==> src/hdl/sipc_pkg.sv <==
// package: constants, timing and carrier types for the idle power controller
package sipc_pkg;

  // ---------------------------------------------------------------
  // clock and timing
  // ---------------------------------------------------------------
  localparam int unsigned CLK_HZ = 10_000_000;
  localparam int unsigned CLK_NS = 100;
  // idle interval before shutdown, seconds
  localparam int unsigned IDLE_S = 30;
  // line-valid fall delay (ns), rise delay (ns)
  localparam int unsigned VALID_FALL_NS = 30_000;
  localparam int unsigned VALID_RISE_NS = 400;
  // wake to driver enable delay (ns), rail recovery delay (ns)
  localparam int unsigned WAKE_NS = 100_000;
  localparam int unsigned PUMP_NS = 50_000;
  // derived cycle counts (all are "about" figures, rounded down)
  localparam int unsigned IDLE_CYC = IDLE_S * CLK_HZ;
  localparam int unsigned VALID_FALL_CYC = VALID_FALL_NS / CLK_NS;
  localparam int unsigned VALID_RISE_CYC = VALID_RISE_NS / CLK_NS;
  localparam int unsigned WAKE_CYC = WAKE_NS / CLK_NS;
  localparam int unsigned PUMP_CYC = PUMP_NS / CLK_NS;

  // ---------------------------------------------------------------
  // wishbone register map (byte addresses)
  // ---------------------------------------------------------------
  localparam logic [3:0] REG_CTRL = 4'h0;
  localparam logic [3:0] REG_STAT = 4'h4;
  localparam logic [3:0] REG_IRQ = 4'h8;
  localparam logic [3:0] REG_MASK = 4'hC;
  // status / irq bit positions
  localparam int unsigned BIT_AWAKE = 0;
  localparam int unsigned BIT_VALID = 1;
  localparam int unsigned BIT_READY = 2;
  localparam int unsigned BIT_ACT = 3;
  localparam int unsigned EV_W = 4;
  localparam logic [EV_W-1:0] MASK_RST = 4'h0;
  localparam logic [31:0] WB_ZERO = 32'h0000_0000;

  // ---------------------------------------------------------------
  // types
  // ---------------------------------------------------------------
  typedef enum logic [3:0] {
    ST_OFF = 4'b0001,  // charge pump off, drivers high impedance
    ST_WAKE = 4'b0010, // pump restarting, drivers still off
    ST_ON = 4'b0100,   // drivers active, rails good
    ST_RST = 4'b1000   // state right after reset
  } sipc_state_t;

  // control pins grouped
  typedef struct packed {
    logic auto_wake_select;
    logic force_sleep_pin;
  } sipc_ctrl_t;

endpackage

==> src/hdl/sipc_top.sv <==
// module: serial transceiver idle power controller, wishbone status port
`timescale 1ns/1ps
// ---------------------------------------------------------------
// Notes on behaviour
// - wake-select low, sleep-force high: automatic mode
// - sleep-force low always forces shutdown
// - collapsed receiver levels drive line-valid low
// - line-valid reflects receiver level above threshold
// - thirty seconds without transitions enters low power
// - any input transition wakes in automatic mode
// - idle shutdown happens despite valid line levels
// - line-valid never feeds the idle decision internally
// - line-valid on wake-select keeps device awake
// - line-valid on both pins follows line level
// - ready high once negative rail is good
// - shutdown stops pumps; rails return after 50 us
// - line-valid falls 30 us, rises 0.4 us
// - offline after 30 s, drivers enabled 100 us after wake
// - receiver outputs stay active in all states
// ---------------------------------------------------------------
module sipc_top
  import sipc_pkg::*;
#(
  parameter int unsigned IDLE_CYCLES = IDLE_CYC,
  parameter int unsigned N_DRV = 2,
  parameter int unsigned N_RCV = 2
) (
  input wire logic clk_i,
  input wire logic rst_i,
  input wire logic auto_wake_select_i,
  input wire logic force_sleep_pin_i,
  input wire logic [N_DRV-1:0] drv_in_i,
  input wire logic [N_RCV-1:0] rcv_in_i,
  input wire logic [N_RCV-1:0] rcv_level_ok_i,
  input wire logic neg_rail_ok_i,
  input wire logic [3:0] wb_adr_i,
  input wire logic [31:0] wb_dat_i,
  input wire logic [3:0] wb_sel_i,
  input wire logic wb_we_i,
  input wire logic wb_cyc_i,
  input wire logic wb_stb_i,
  output logic [31:0] wb_dat_o,
  output logic wb_ack_o,
  output logic [N_DRV-1:0] drv_out_o,
  output logic [N_DRV-1:0] drv_oe_o,
  output logic [N_RCV-1:0] rcv_out_o,
  output logic line_valid_o,
  output logic ready_o,
  output logic pump_en_o,
  output logic irq_o
);

  // ---------------------------------------------------------------
  // activity detection
  // ---------------------------------------------------------------
  localparam int unsigned NIN = N_DRV + N_RCV;
  logic [NIN-1:0] in_prev_q, in_prev_d;  // last sampled inputs
  logic act_q, act_d;                     // transition seen this cycle
  logic [NIN-1:0] in_now;

  always_comb begin
    in_now = {drv_in_i, rcv_in_i};
    in_prev_d = in_now;
    // line-valid is deliberately not part of the activity term
    act_d = |(in_now ^ in_prev_q);
  end

  always_ff @(posedge clk_i) begin
    if (rst_i) begin
      // track the pins during reset so release shows no false edge
      in_prev_q <= in_prev_d;
      act_q <= 1'b0;
    end else begin
      in_prev_q <= in_prev_d;
      act_q <= act_d;
    end
  end

  // ---------------------------------------------------------------
  // idle timer
  // ---------------------------------------------------------------
  logic [31:0] idle_cnt_q, idle_cnt_d;  // cycles since last transition
  logic idle_q, idle_d;                 // idle interval elapsed

  always_comb begin
    idle_cnt_d = idle_cnt_q;
    idle_d = idle_q;
    if (act_q) begin
      idle_cnt_d = '0;
      idle_d = 1'b0;
    end else if (idle_cnt_q >= 32'(IDLE_CYCLES - 1)) begin
      idle_d = 1'b1;
    end else begin
      idle_cnt_d = idle_cnt_q + 32'h0000_0001;
    end
  end

  always_ff @(posedge clk_i) begin
    if (rst_i) begin
      idle_cnt_q <= '0;
      idle_q <= 1'b0;
    end else begin
      idle_cnt_q <= idle_cnt_d;
      idle_q <= idle_d;
    end
  end

  // ---------------------------------------------------------------
  // line-valid filter with asymmetric delays
  // ---------------------------------------------------------------
  logic valid_q, valid_d;            // filtered line-valid
  logic [15:0] vcnt_q, vcnt_d;       // dwell counter
  logic lvl_any;

  always_comb begin
    // any receiver beyond threshold counts as a live line
    lvl_any = |rcv_level_ok_i;
    valid_d = valid_q;
    vcnt_d = '0;
    if (lvl_any != valid_q) begin
      vcnt_d = vcnt_q + 16'h0001;
      if (valid_q && vcnt_q >= 16'(VALID_FALL_CYC - 1)) begin
        valid_d = 1'b0;
        vcnt_d = '0;
      end else if (!valid_q && vcnt_q >= 16'(VALID_RISE_CYC - 1)) begin
        valid_d = 1'b1;
        vcnt_d = '0;
      end
    end
  end

  always_ff @(posedge clk_i) begin
    if (rst_i) begin
      valid_q <= 1'b0;
      vcnt_q <= '0;
    end else begin
      valid_q <= valid_d;
      vcnt_q <= vcnt_d;
    end
  end

  // ---------------------------------------------------------------
  // power state machine
  // ---------------------------------------------------------------
  sipc_state_t st_q, st_d;
  logic [15:0] wcnt_q, wcnt_d;  // wake delay counter
  logic pump_q, pump_d;
  logic want_on;
  sipc_ctrl_t ctl;

  always_comb begin
    ctl = '{auto_wake_select: auto_wake_select_i,
            force_sleep_pin: force_sleep_pin_i};
    // line-valid only matters when wired back to these pins
    if (!ctl.force_sleep_pin) begin
      want_on = 1'b0;
    end else if (ctl.auto_wake_select) begin
      want_on = 1'b1;
    end else begin
      want_on = !idle_q || act_q;
    end
    st_d = st_q;
    wcnt_d = '0;
    pump_d = pump_q;
    case (st_q)
      ST_RST: begin
        st_d = ST_WAKE;
        pump_d = 1'b1;
      end
      ST_OFF: begin
        pump_d = 1'b0;
        if (want_on) begin
          st_d = ST_WAKE;
          pump_d = 1'b1;
        end
      end
      ST_WAKE: begin
        wcnt_d = wcnt_q + 16'h0001;
        if (!want_on) begin
          st_d = ST_OFF;
          pump_d = 1'b0;
        end else if (wcnt_q >= 16'(WAKE_CYC - 1)) begin
          st_d = ST_ON;
        end
      end
      ST_ON: begin
        if (!want_on) begin
          st_d = ST_OFF;
          pump_d = 1'b0;
        end
      end
      default: begin
        st_d = ST_OFF;
        pump_d = 1'b0;
      end
    endcase
  end

  always_ff @(posedge clk_i) begin
    if (rst_i) begin
      st_q <= ST_RST;
      wcnt_q <= '0;
      pump_q <= 1'b0;
    end else begin
      st_q <= st_d;
      wcnt_q <= wcnt_d;
      pump_q <= pump_d;
    end
  end

  // ---------------------------------------------------------------
  // pin outputs, all registered
  // ---------------------------------------------------------------
  logic [N_DRV-1:0] dout_q, dout_d, doe_q, doe_d;
  logic [N_RCV-1:0] rout_q, rout_d;
  logic rdy_q, rdy_d;

  always_comb begin
    // drivers pass inverted data; enabled only when the next state is ST_ON
    dout_d = ~drv_in_i;
    doe_d = (st_d == ST_ON) ? '1 : '0;
    rout_d = ~rcv_in_i;
    rdy_d = pump_d && neg_rail_ok_i;
  end

  always_ff @(posedge clk_i) begin
    if (rst_i) begin
      dout_q <= '0;
      doe_q <= '0;
      rout_q <= '0;
      rdy_q <= 1'b0;
    end else begin
      dout_q <= dout_d;
      doe_q <= doe_d;
      rout_q <= rout_d;
      rdy_q <= rdy_d;
    end
  end

  // ---------------------------------------------------------------
  // interrupt status and wishbone slave
  // ---------------------------------------------------------------
  logic [EV_W-1:0] irq_st_q, irq_st_d, mask_q, mask_d, ev;
  logic ack_q, ack_d, irq_q, irq_d;
  logic [31:0] dat_q, dat_d;
  logic [EV_W-1:0] stat_now;
  logic acc;

  always_comb begin
    stat_now = {act_q, rdy_q, valid_q, (st_q == ST_ON)};
    // events: changes of awake, valid, ready; plus any activity
    ev = {act_q, rdy_d ^ rdy_q, valid_d ^ valid_q,
          (st_d == ST_ON) ^ (st_q == ST_ON)};
    acc = wb_cyc_i && wb_stb_i && !ack_q;
    ack_d = acc;
    dat_d = dat_q;
    mask_d = mask_q;
    irq_st_d = irq_st_q;
    if (acc) begin
      dat_d = WB_ZERO;
      if (wb_adr_i == REG_CTRL) begin
        dat_d[1:0] = {force_sleep_pin_i, auto_wake_select_i};
      end else if (wb_adr_i == REG_STAT) begin
        dat_d[EV_W-1:0] = stat_now;
      end else if (wb_adr_i == REG_IRQ) begin
        dat_d[EV_W-1:0] = irq_st_q;
        if (!wb_we_i) begin
          irq_st_d = '0;  // read clears
        end
      end else if (wb_adr_i == REG_MASK) begin
        dat_d[EV_W-1:0] = mask_q;
        if (wb_we_i && wb_sel_i[0]) begin
          mask_d = wb_dat_i[EV_W-1:0];
        end
      end
    end
    // a new event wins over a same-cycle read clear
    irq_st_d = irq_st_d | ev;
    irq_d = |(irq_st_d & mask_d);
  end

  always_ff @(posedge clk_i) begin
    if (rst_i) begin
      irq_st_q <= '0;
      mask_q <= MASK_RST;
      ack_q <= 1'b0;
      dat_q <= WB_ZERO;
      irq_q <= 1'b0;
    end else begin
      irq_st_q <= irq_st_d;
      mask_q <= mask_d;
      ack_q <= ack_d;
      dat_q <= dat_d;
      irq_q <= irq_d;
    end
  end

  assign wb_ack_o = ack_q;
  assign wb_dat_o = dat_q;
  assign drv_out_o = dout_q;
  assign drv_oe_o = doe_q;
  assign rcv_out_o = rout_q;
  assign line_valid_o = valid_q;
  assign ready_o = rdy_q;
  assign pump_en_o = pump_q;
  assign irq_o = irq_q;

endmodule

==> config.mk <==
export PLATFORM = sky130hd
export DESIGN_NAME = sipc_top
export DESIGN_NICKNAME = d
export VERILOG_FILES = /design/src/hdl/sipc_pkg.sv /design/src/hdl/sipc_top.sv
export SDC_FILE = /design/constraint.sdc
export NUM_CORES = 1
export LEC_CHECK = 0
export BUFFER_PORTS_ARGS = -buffer_cell sky130_fd_sc_hd__buf_2
export CORE_MARGIN = 2
export CORE_UTILIZATION = 41
export DETAILED_ROUTE_END_ITERATION = 16
export HOLD_SLACK_MARGIN = 0.05
export PLACE_DENSITY = 0.71
export SLEW_MARGIN = 20
export SYNTH_ARGS = -nofsm -noshare
export SYNTH_HDL_FRONTEND = slang
export SYNTH_SLANG_ARGS = --single-unit
==> constraint.sdc <==
create_clock -name clk_i -period 3.7 [get_ports clk_i]
set_clock_uncertainty 0.1 [all_clocks]
set_input_delay 0.555 -clock clk_i [delete_from_list [all_inputs] [get_ports clk_i]]
set_output_delay 0.555 -clock clk_i [all_outputs]
set_load 0.01 [all_outputs]
==> results.txt, run 1 <==
----------------------------------------------------
[Worst setup path]
  Buf/Inv on CP ... 0
  Data arrival time of the critical path ... 2.84 ns
  Delay-heaviest family, CP ... simple AND/OR/NAND/NOR gates
  Maximum fanout along the worst path ... 13
  Worst setup path startpoint ... idle_cnt_q[26]
  Type of the worst setup path ... reg -> reg
  Ordered list of cells on the worst path ... or3_1 -> or3_4 -> a2111oi_4 -> or2_1 -> mux2i_1 -> nor2_1
  Worst Setup Start Kind ... flop
  Type of destination of the critical path ... flop
  Startpoint of the worst register-to-register path ... idle_cnt_q[26]
  Critical path's slowest cell ... a2111oi_4
  Data required time at the worst endpoint ... 3.83 ns
  Largest stage delay on the critical path ... 0.71 ns

[Drt]
  Routed length per instance ... 12.51 um
  Total length of routed wires ... about 8200 um
  DR vias ... 3316
  Detailed-routing iteration count for the pre-antenna-repair pass ... 4
  Remaining routing DRC violations ... 0
  Detail Route Antenna Nets ... 0
  Mean number of vias per cell ... 5.047
  Initial detailed-routing violation count ... 173

[Power and ir drop]
  Max rail drop VDD ... just over 0.3 mV
  Total leakage power ... about 1.8 nW
  Power density over the cells ... 414.9 nW/um2

[Placed design]
  Port Buffers ... 37
  Dpl hpwl ... 5824 um
  Number of placed instances with taps included ... around 640
  Total cell area at the placement stage ... 4544 um2
  Placement-stage worst setup slack ... 1.010 ns
  Placer's final routability congestion estimate ... 0.8052

[CTS]
  Total clock buffers created by CTS ... 9
  Root Driver ... clkbuf_8
  Clock latency reported for the late side of the worst-skew pair ... 0.36 ns
  Postcts setup bufs ... 0
  Sink count of the clock tree ... 96
  Hold_buf cts ... 0
  Number of cells upsized or downsized after cts ... 0
  Clock transition at path regs ... 0.09 ns
  Largest buffer count on any clock path ... 2
  TritonCTS clock tree ... done
  Max H-tree Level ... 3

[Yosys]
  Cell type contributing the most total cell area after synthesis ... dfxtp_1
  Synthesized area per cell ... 9.041 um2
  Number of storage elements in the synthesis netlist ... 96
  Top cells by count, synth ... dfxtp_1, nor2_1, xnor2_1
  Most instantiated library cell after synthesis ... dfxtp_1
  Cells taking the most area after synthesis ... dfxtp_1, xnor2_1, nor2_1, buf_4, nand3_1
  Top-area cell type share of the netlist area ... approximately 44%
  Mapped Cells ... 482
  Sequential element share of the synthesized area ... 44.10%
  Count of yosys warnings during synthesis ... 0
  Number of synthesized flops with an enable pin ... 0
  Ys async rst share ... 0%
  Synthesized cell area ... 4358 um2
  Number of unique standard cell types used by synthesis ... 59
  Primary flip-flop cell chosen by synthesis mapping ... dfxtp_1

[STA]
  Setup repair after global routing missed its margin ... no
  Final setup violation count ... 0
  Fmax ... approximately 370 MHz
  Slack of the critical path ... 0.9894 ns
  Worst max-slew margin expressed relative to the limit ... 45.38%
  Period minus WS final ... 2.711 ns
  Setup total negative slack ... 0 ns
  Max Slew Vio Count ... 0
  Final worst path period share ... between 70 and 80%
  Number of failing hold endpoints at the final stage ... 0
  Slew of the pin with the lowest slew margin ... 0.8180 ns

[Global routing]
  Global-route wire length before repair ... 13940 um
  Number of global-route vias before repair ... 3230
  Number of antenna violations at the first check in global routing ... 1
  Largest net degree at the start of global routing ... 34
  GR Util All Layers ... 14.82%
  GRT Residual Overflow ... 0

[Floorplan]
  Initial Util ... 42.21%
  Number of primary I/O pins ... between 90 and 100
  Vertical extent of the die ... 107.1 um
  Die X ... 107.1 um
  Full die area ... 11470 um2
  Core ar. ... 10320 um2
  Total number of placement rows ... 37

[Final layout]
  Post-Route Utilization ... 46.35%
  Number of antenna repair diodes ... 0
  Post-route cell area ... 4785 um2
  Share of layout cells above drive strength 1 ... 12.09%
  Synthesis-to-finish area growth ... 9.790%
  Number of nets in the layout ... 574
  Fill cells ... 988
  Number of cells in the finished layout apart from fillers ... roughly 660

[Status]
  Status ... completed

[Flow run]
  Max-cap violations ... 0

[Worst hold path]
  Worst min-delay path category ... in -> reg
  Startpoint of the tightest hold check path ... rcv_in_i[1]

----------------------------------------------------
final cells by class:
type / instances / area, um2 / area share, %
multi-input cells: 367 / 2241 / 46.84
well taps: 136 / 170.2 / 3.556
inverters: 5 / 18.77 / 0.3923
clock inverters: 6 / 116.4 / 2.432
flip-flops and latches: 96 / 1922 / 40.17
repair buffers: 38 / 192.7 / 4.027
clock buffers: 9 / 123.9 / 2.589
state kept, by name, indices dropped and copies added (netlist names), 2 cells and up:
signal	cells
mask_q	4
st_q	4
irq_st_q	4
in_prev_q	4
rcv_out_o	2
wb_dat_o	4
idle_cnt_q	32
drv_out_o	2
wcnt_q	16
vcnt_q	16
cells by family after synthesis:
group | count (synthesis) | share of synthesized area, %
and+or+nand+nor | 218 | 25.32
DFF | 96 | 44.10
AOI/OAI and AO/OA | 53 | 9.619
buffers and inverters | 53 | 7.407
xor gates and xnor gates | 47 | 9.446
muxes | 11 | 3.158
adders and majority gates | 3 | 0.8614
other | 1 | 0.08605
per-stage QoR:
| step | total power (W) | hold slack [ns] |
|---|---|---|
| detailed placement | 0.001199 | 0.3450 |
| floorplan | 0.001186 | 0.3132 |
| global route | 0.002069 | 0.2153 |
| CTS | 0.002009 | 0.2095 |
| finish | 0.001985 | 0.2302 |
| global placement | 0.001195 | 0.3236 |
path summary, 6_finish.rpt:
check	cells past startpoint	slack [ns]	end
worst min register to register	1	0.35	vcnt_q[0]
worst max register to register	6	0.99	idle_cnt_q[1]
worst min-delay path	1	0.23	in_prev_q[1]
worst max-delay path	6	0.99	idle_cnt_q[1]
placed cells by master, fill, tap and decap left out, drive strengths merged, types with 3 or more instances in the layout:
| master | n |
|---|---|
| a31oi | 3 |
| a22oi | 6 |
| nor3 | 21 |
| nand2 | 25 |
| or4 | 3 |
| buf | 38 |
| bufinv | 3 |
| and3 | 12 |
| ha | 3 |
| nand4 | 7 |
| and4 | 5 |
| xnor2 | 35 |
| o21a | 3 |
| nor2 | 81 |
| o21ai | 9 |
| nand3 | 21 |
| clkbuf | 9 |
| conb | 35 |
| or3 | 6 |
| nor4 | 11 |
| inv | 6 |
| nand2b | 4 |
| xor2 | 12 |
| a21oi | 7 |
| dfxtp | 96 |
| mux2i | 7 |
| a22o | 3 |
| and2 | 6 |
| nor3b | 5 |
| a2111oi | 3 |
per-layer routing:
| metal | track usage, % | vias up | wire, um | share of wire, % |
|---|---|---|---|---|
| met3 | 5.046 | 10 | 359 | 4.4 |
| met4 | 3.711 | 0 | 91 | 1.1 |
| li1 | - | 1688 | - | - |
| met1 | 17.03 | 1559 | 3653 | 44 |
| met2 | 26.27 | 59 | 4112 | 50 |
| met5 | 0 | - | 0 | 0 |
report_power, final:
part / leakage [nW] / internal, W / total (W) / switching [W]
sequential: 0.782 / 0.00105 / 0.00107 / 0.0000168
combinational: 0.925 / 0.0000416 / 0.000107 / 0.0000651
clock: 0.120 / 0.000450 / 0.000809 / 0.000359
No activity file was read; power rests on OpenSTA's default activity.
==> run 2, diff against run 1 <==
==> constraint.sdc (replaced) <==
create_clock -name clk_i -period 2.5 [get_ports clk_i]
set_clock_uncertainty 0.1 [all_clocks]
set_input_delay 0.375 -clock clk_i [delete_from_list [all_inputs] [get_ports clk_i]]
set_output_delay 0.375 -clock clk_i [all_outputs]
set_load 0.01 [all_outputs]
==> run 2 against run 1 <==
Sequential power up 48%. Total power increased by 34%. Worst setup slack got worse by 0.82 ns. Via count grew 1.7%. Clock power increased by 12%. Global-route usage up 0.59 points. Routed wire length up 1.3%. Critical path type unchanged. Critical endpoint is now idle_cnt_q[9]. Largest cell class unchanged. Largest power group unchanged. Highest routed layer unchanged.
==> results.txt, run 2 (same netlist as run 1, synthesis figures left out) <==
----------------------------------------------------
[CTS]
  Sink count of the clock tree ... 96 (unchanged)
  Postcts setup bufs ... 0 (unchanged)
  TritonCTS clock tree ... done (unchanged)
  Total clock buffers created by CTS ... 9 (unchanged)
  Clock latency reported for the late side of the worst-skew pair ... 0.37 ns (was 0.36 ns)
  Largest buffer count on any clock path ... 2 (unchanged)
  Root Driver ... clkbuf_8 (unchanged)
  Clock transition at path regs ... 0.09 ns (about the same)
  Max H-tree Level ... 3 (unchanged)

[Placed design]
  Port Buffers ... 37 (unchanged)
  Placement-stage worst setup slack ... 0.1397 ns (was 1.010 ns)
  Number of placed instances with taps included ... 652 (was 642)
  Placer's final routability congestion estimate ... 0.8059 (was 0.8052)
  Dpl hpwl ... 5979 um (was 5824 um)

[Final layout]
  Leading registers by flop count ... idle_cnt_q (32), vcnt_q (16), wcnt_q (16) (unchanged)
  Most frequent cells in the layout ... dfxtp_1, nor2_1, buf_2 (unchanged)
  Most flops, register ... idle_cnt_q (unchanged)
  Number of antenna repair diodes ... 0 (unchanged)
  Sequential cell area ... 1922 um2 (unchanged)
  Number of nets in the layout ... 588 (was 574)
  Synthesis-to-finish area growth ... 11.05% (was 9.790%)
  Area taken by multi-input logic gates ... 2250 um2 (was 2241 um2)
  Most frequent standard cell in the layout excluding fill and tap cells ... dfxtp_1 (unchanged)
  Number of cells in the finished layout apart from fillers ... 671 (was 657)
  Flip-flop count of the largest register after layout ... 32 (unchanged)
  Fill cells ... 985 (was 988)
  Share of layout cells above drive strength 1 ... 13.46% (was 12.09%)

[Worst setup path]
  Worst Setup Start Kind ... flop (unchanged)
  Maximum fanout along the worst path ... 15 (was 13)
  Type of destination of the critical path ... flop (unchanged)
  Type of the worst setup path ... reg -> reg (unchanged)
  Data arrival time of the critical path ... 2.47 ns (was 2.84 ns)
  Data required time at the worst endpoint ... 2.64 ns (was 3.83 ns)

[Drt]
  Routed length per instance ... 12.40 um (was 12.51 um)
  Mean number of vias per cell ... 5.024 (was 5.047)
  Detailed-routing iteration count for the pre-antenna-repair pass ... 4 (unchanged)
  Initial detailed-routing violation count ... 138 (was 173)
  Remaining routing DRC violations ... 0 (unchanged)
  Total length of routed wires ... 8320 um (was 8217 um)
  Detail Route Antenna Nets ... 0 (unchanged)
  DR vias ... 3371 (was 3316)

[STA]
  Slack of the critical path ... 0.1714 ns (was 0.9894 ns)
  Worst max-slew margin expressed relative to the limit ... 55.90% (was 45.38%)
  Final worst path period share ... 93.15% (was 73.26%)
  Slew of the pin with the lowest slew margin ... 0.6602 ns (was 0.8180 ns)
  Setup repair after global routing missed its margin ... no (unchanged)
  Final setup violation count ... 0 (unchanged)
  Fmax ... 429.4 MHz (was 368.9 MHz)
  Setup total negative slack ... 0 ns (unchanged)
  Number of failing hold endpoints at the final stage ... 0 (unchanged)
  Period minus WS final ... 2.329 ns (was 2.711 ns)
  Max Slew Vio Count ... 0 (unchanged)

[Global routing]
  Global-route wire length before repair ... 14360 um (was 13940 um)
  Largest net degree at the start of global routing ... 29 (was 34)
  GR Util All Layers ... 15.41% (was 14.82%)
  GRT Residual Overflow ... 0 (unchanged)
  Number of antenna violations at the first check in global routing ... 0 (was 1)
  Number of global-route vias before repair ... 3287 (was 3230)

[Power and ir drop]
  Max rail drop VDD ... 0.4040 mV (was 0.3022 mV)
  Power density over the cells ... 548.3 nW/um2 (was 414.9 nW/um2)
  Total leakage power ... 1.858 nW (was 1.827 nW)
  Total power consumption of the routed design ... 0.002654 W (was 0.001985 W)

[Floorplan]
  Core ar. ... 10320 um2 (unchanged)
  Number of primary I/O pins ... 97 (unchanged)
  Total number of placement rows ... 37 (unchanged)
  Initial Util ... 42.21% (unchanged)
  Full die area ... 11470 um2 (unchanged)
  Die X ... 107.1 um (unchanged)
  Vertical extent of the die ... 107.1 um (unchanged)

[Worst hold path]
  Worst min-delay path category ... in -> reg (unchanged)

[Status]
  Status ... completed (unchanged)

[Flow run]
  Max-cap violations ... 0 (unchanged)

----------------------------------------------------
run 2: cell count changes in the layout (fill, tap and decap cells not counted), sizes merged:
cell / change
buf: +10
dlygate4sd3: +4
bufinv: -3
clkbuf: +2
clkinvlp: +1
run 2: repair_timing:
| action | CTS | global route |
|---|---|---|
| resized for setup | 0 | 1 |
| hold endpoints to repair | 4 | 0 |
| hold buffers | 4 | 0 |
| endpoints found under the setup margin | 0 | 2 |
run 2: path summary, 6_finish.rpt:
path | start | to | slack, ns | cells after the start
worst max register to register | idle_cnt_q[26] | idle_cnt_q[9] | 0.17 | 7
worst min register to register | vcnt_q[0] | vcnt_q[0] | 0.35 | 1
worst max-delay path | idle_cnt_q[26] | idle_cnt_q[9] | 0.17 | 7
worst min-delay path | rst_i | st_q[1] | 0.14 | 2
run 2: stage by stage:
| step | utilization, % | instance area (um2) | hold WS, ns |
|---|---|---|---|
| after floorplan | - | 4486 | 0.3027 |
| after global placement | 44.75 | 4619 | 0.3238 |
| after detailed placement | 44.75 | 4619 | 0.3384 |
| after CTS | 46.79 | 4831 | 0.1216 |
| after global routing | 46.88 | 4840 | 0.1302 |
| final | 46.88 | 4840 | 0.1365 |
run 2: per-layer routing:
layer	vias up	wire length (um)	global-route usage, %	share of wire, %
met1	1584	3778	18.01	45
met4	0	81	3.989	0.97
met5	-	0	0	0
li1	1720	-	-	-
met2	59	4071	26.36	49
met3	8	388	5.957	4.7
run 2: final cells by class:
type,instances,area share [%]
Inverter,5,0.3878
Sequential cell,96,39.71
Clock buffer,11,2.921
Tap cell,136,3.516
Timing Repair Buffer,52,6.360
Clock inverter,4,0.6205
Multi-Input combinational cell,367,46.48
run 2: power breakdown:
part	internal [W]	total, W	switching, W
clock	0.000387	0.000905	0.000518
sequential	0.00156	0.00158	0.0000242
combinational	0.0000684	0.000167	0.0000984
total	0.00201	0.00265	0.000640
run 2: worst max-delay path, stage by stage (launching register included):
cell     delay [ns]
dfxtp_1        0.36
or3_1          0.41
or4b_1         0.53
nand3_1        0.24
buf_4          0.26
nor3_1         0.09
xnor2_1        0.15
nor2_1         0.05
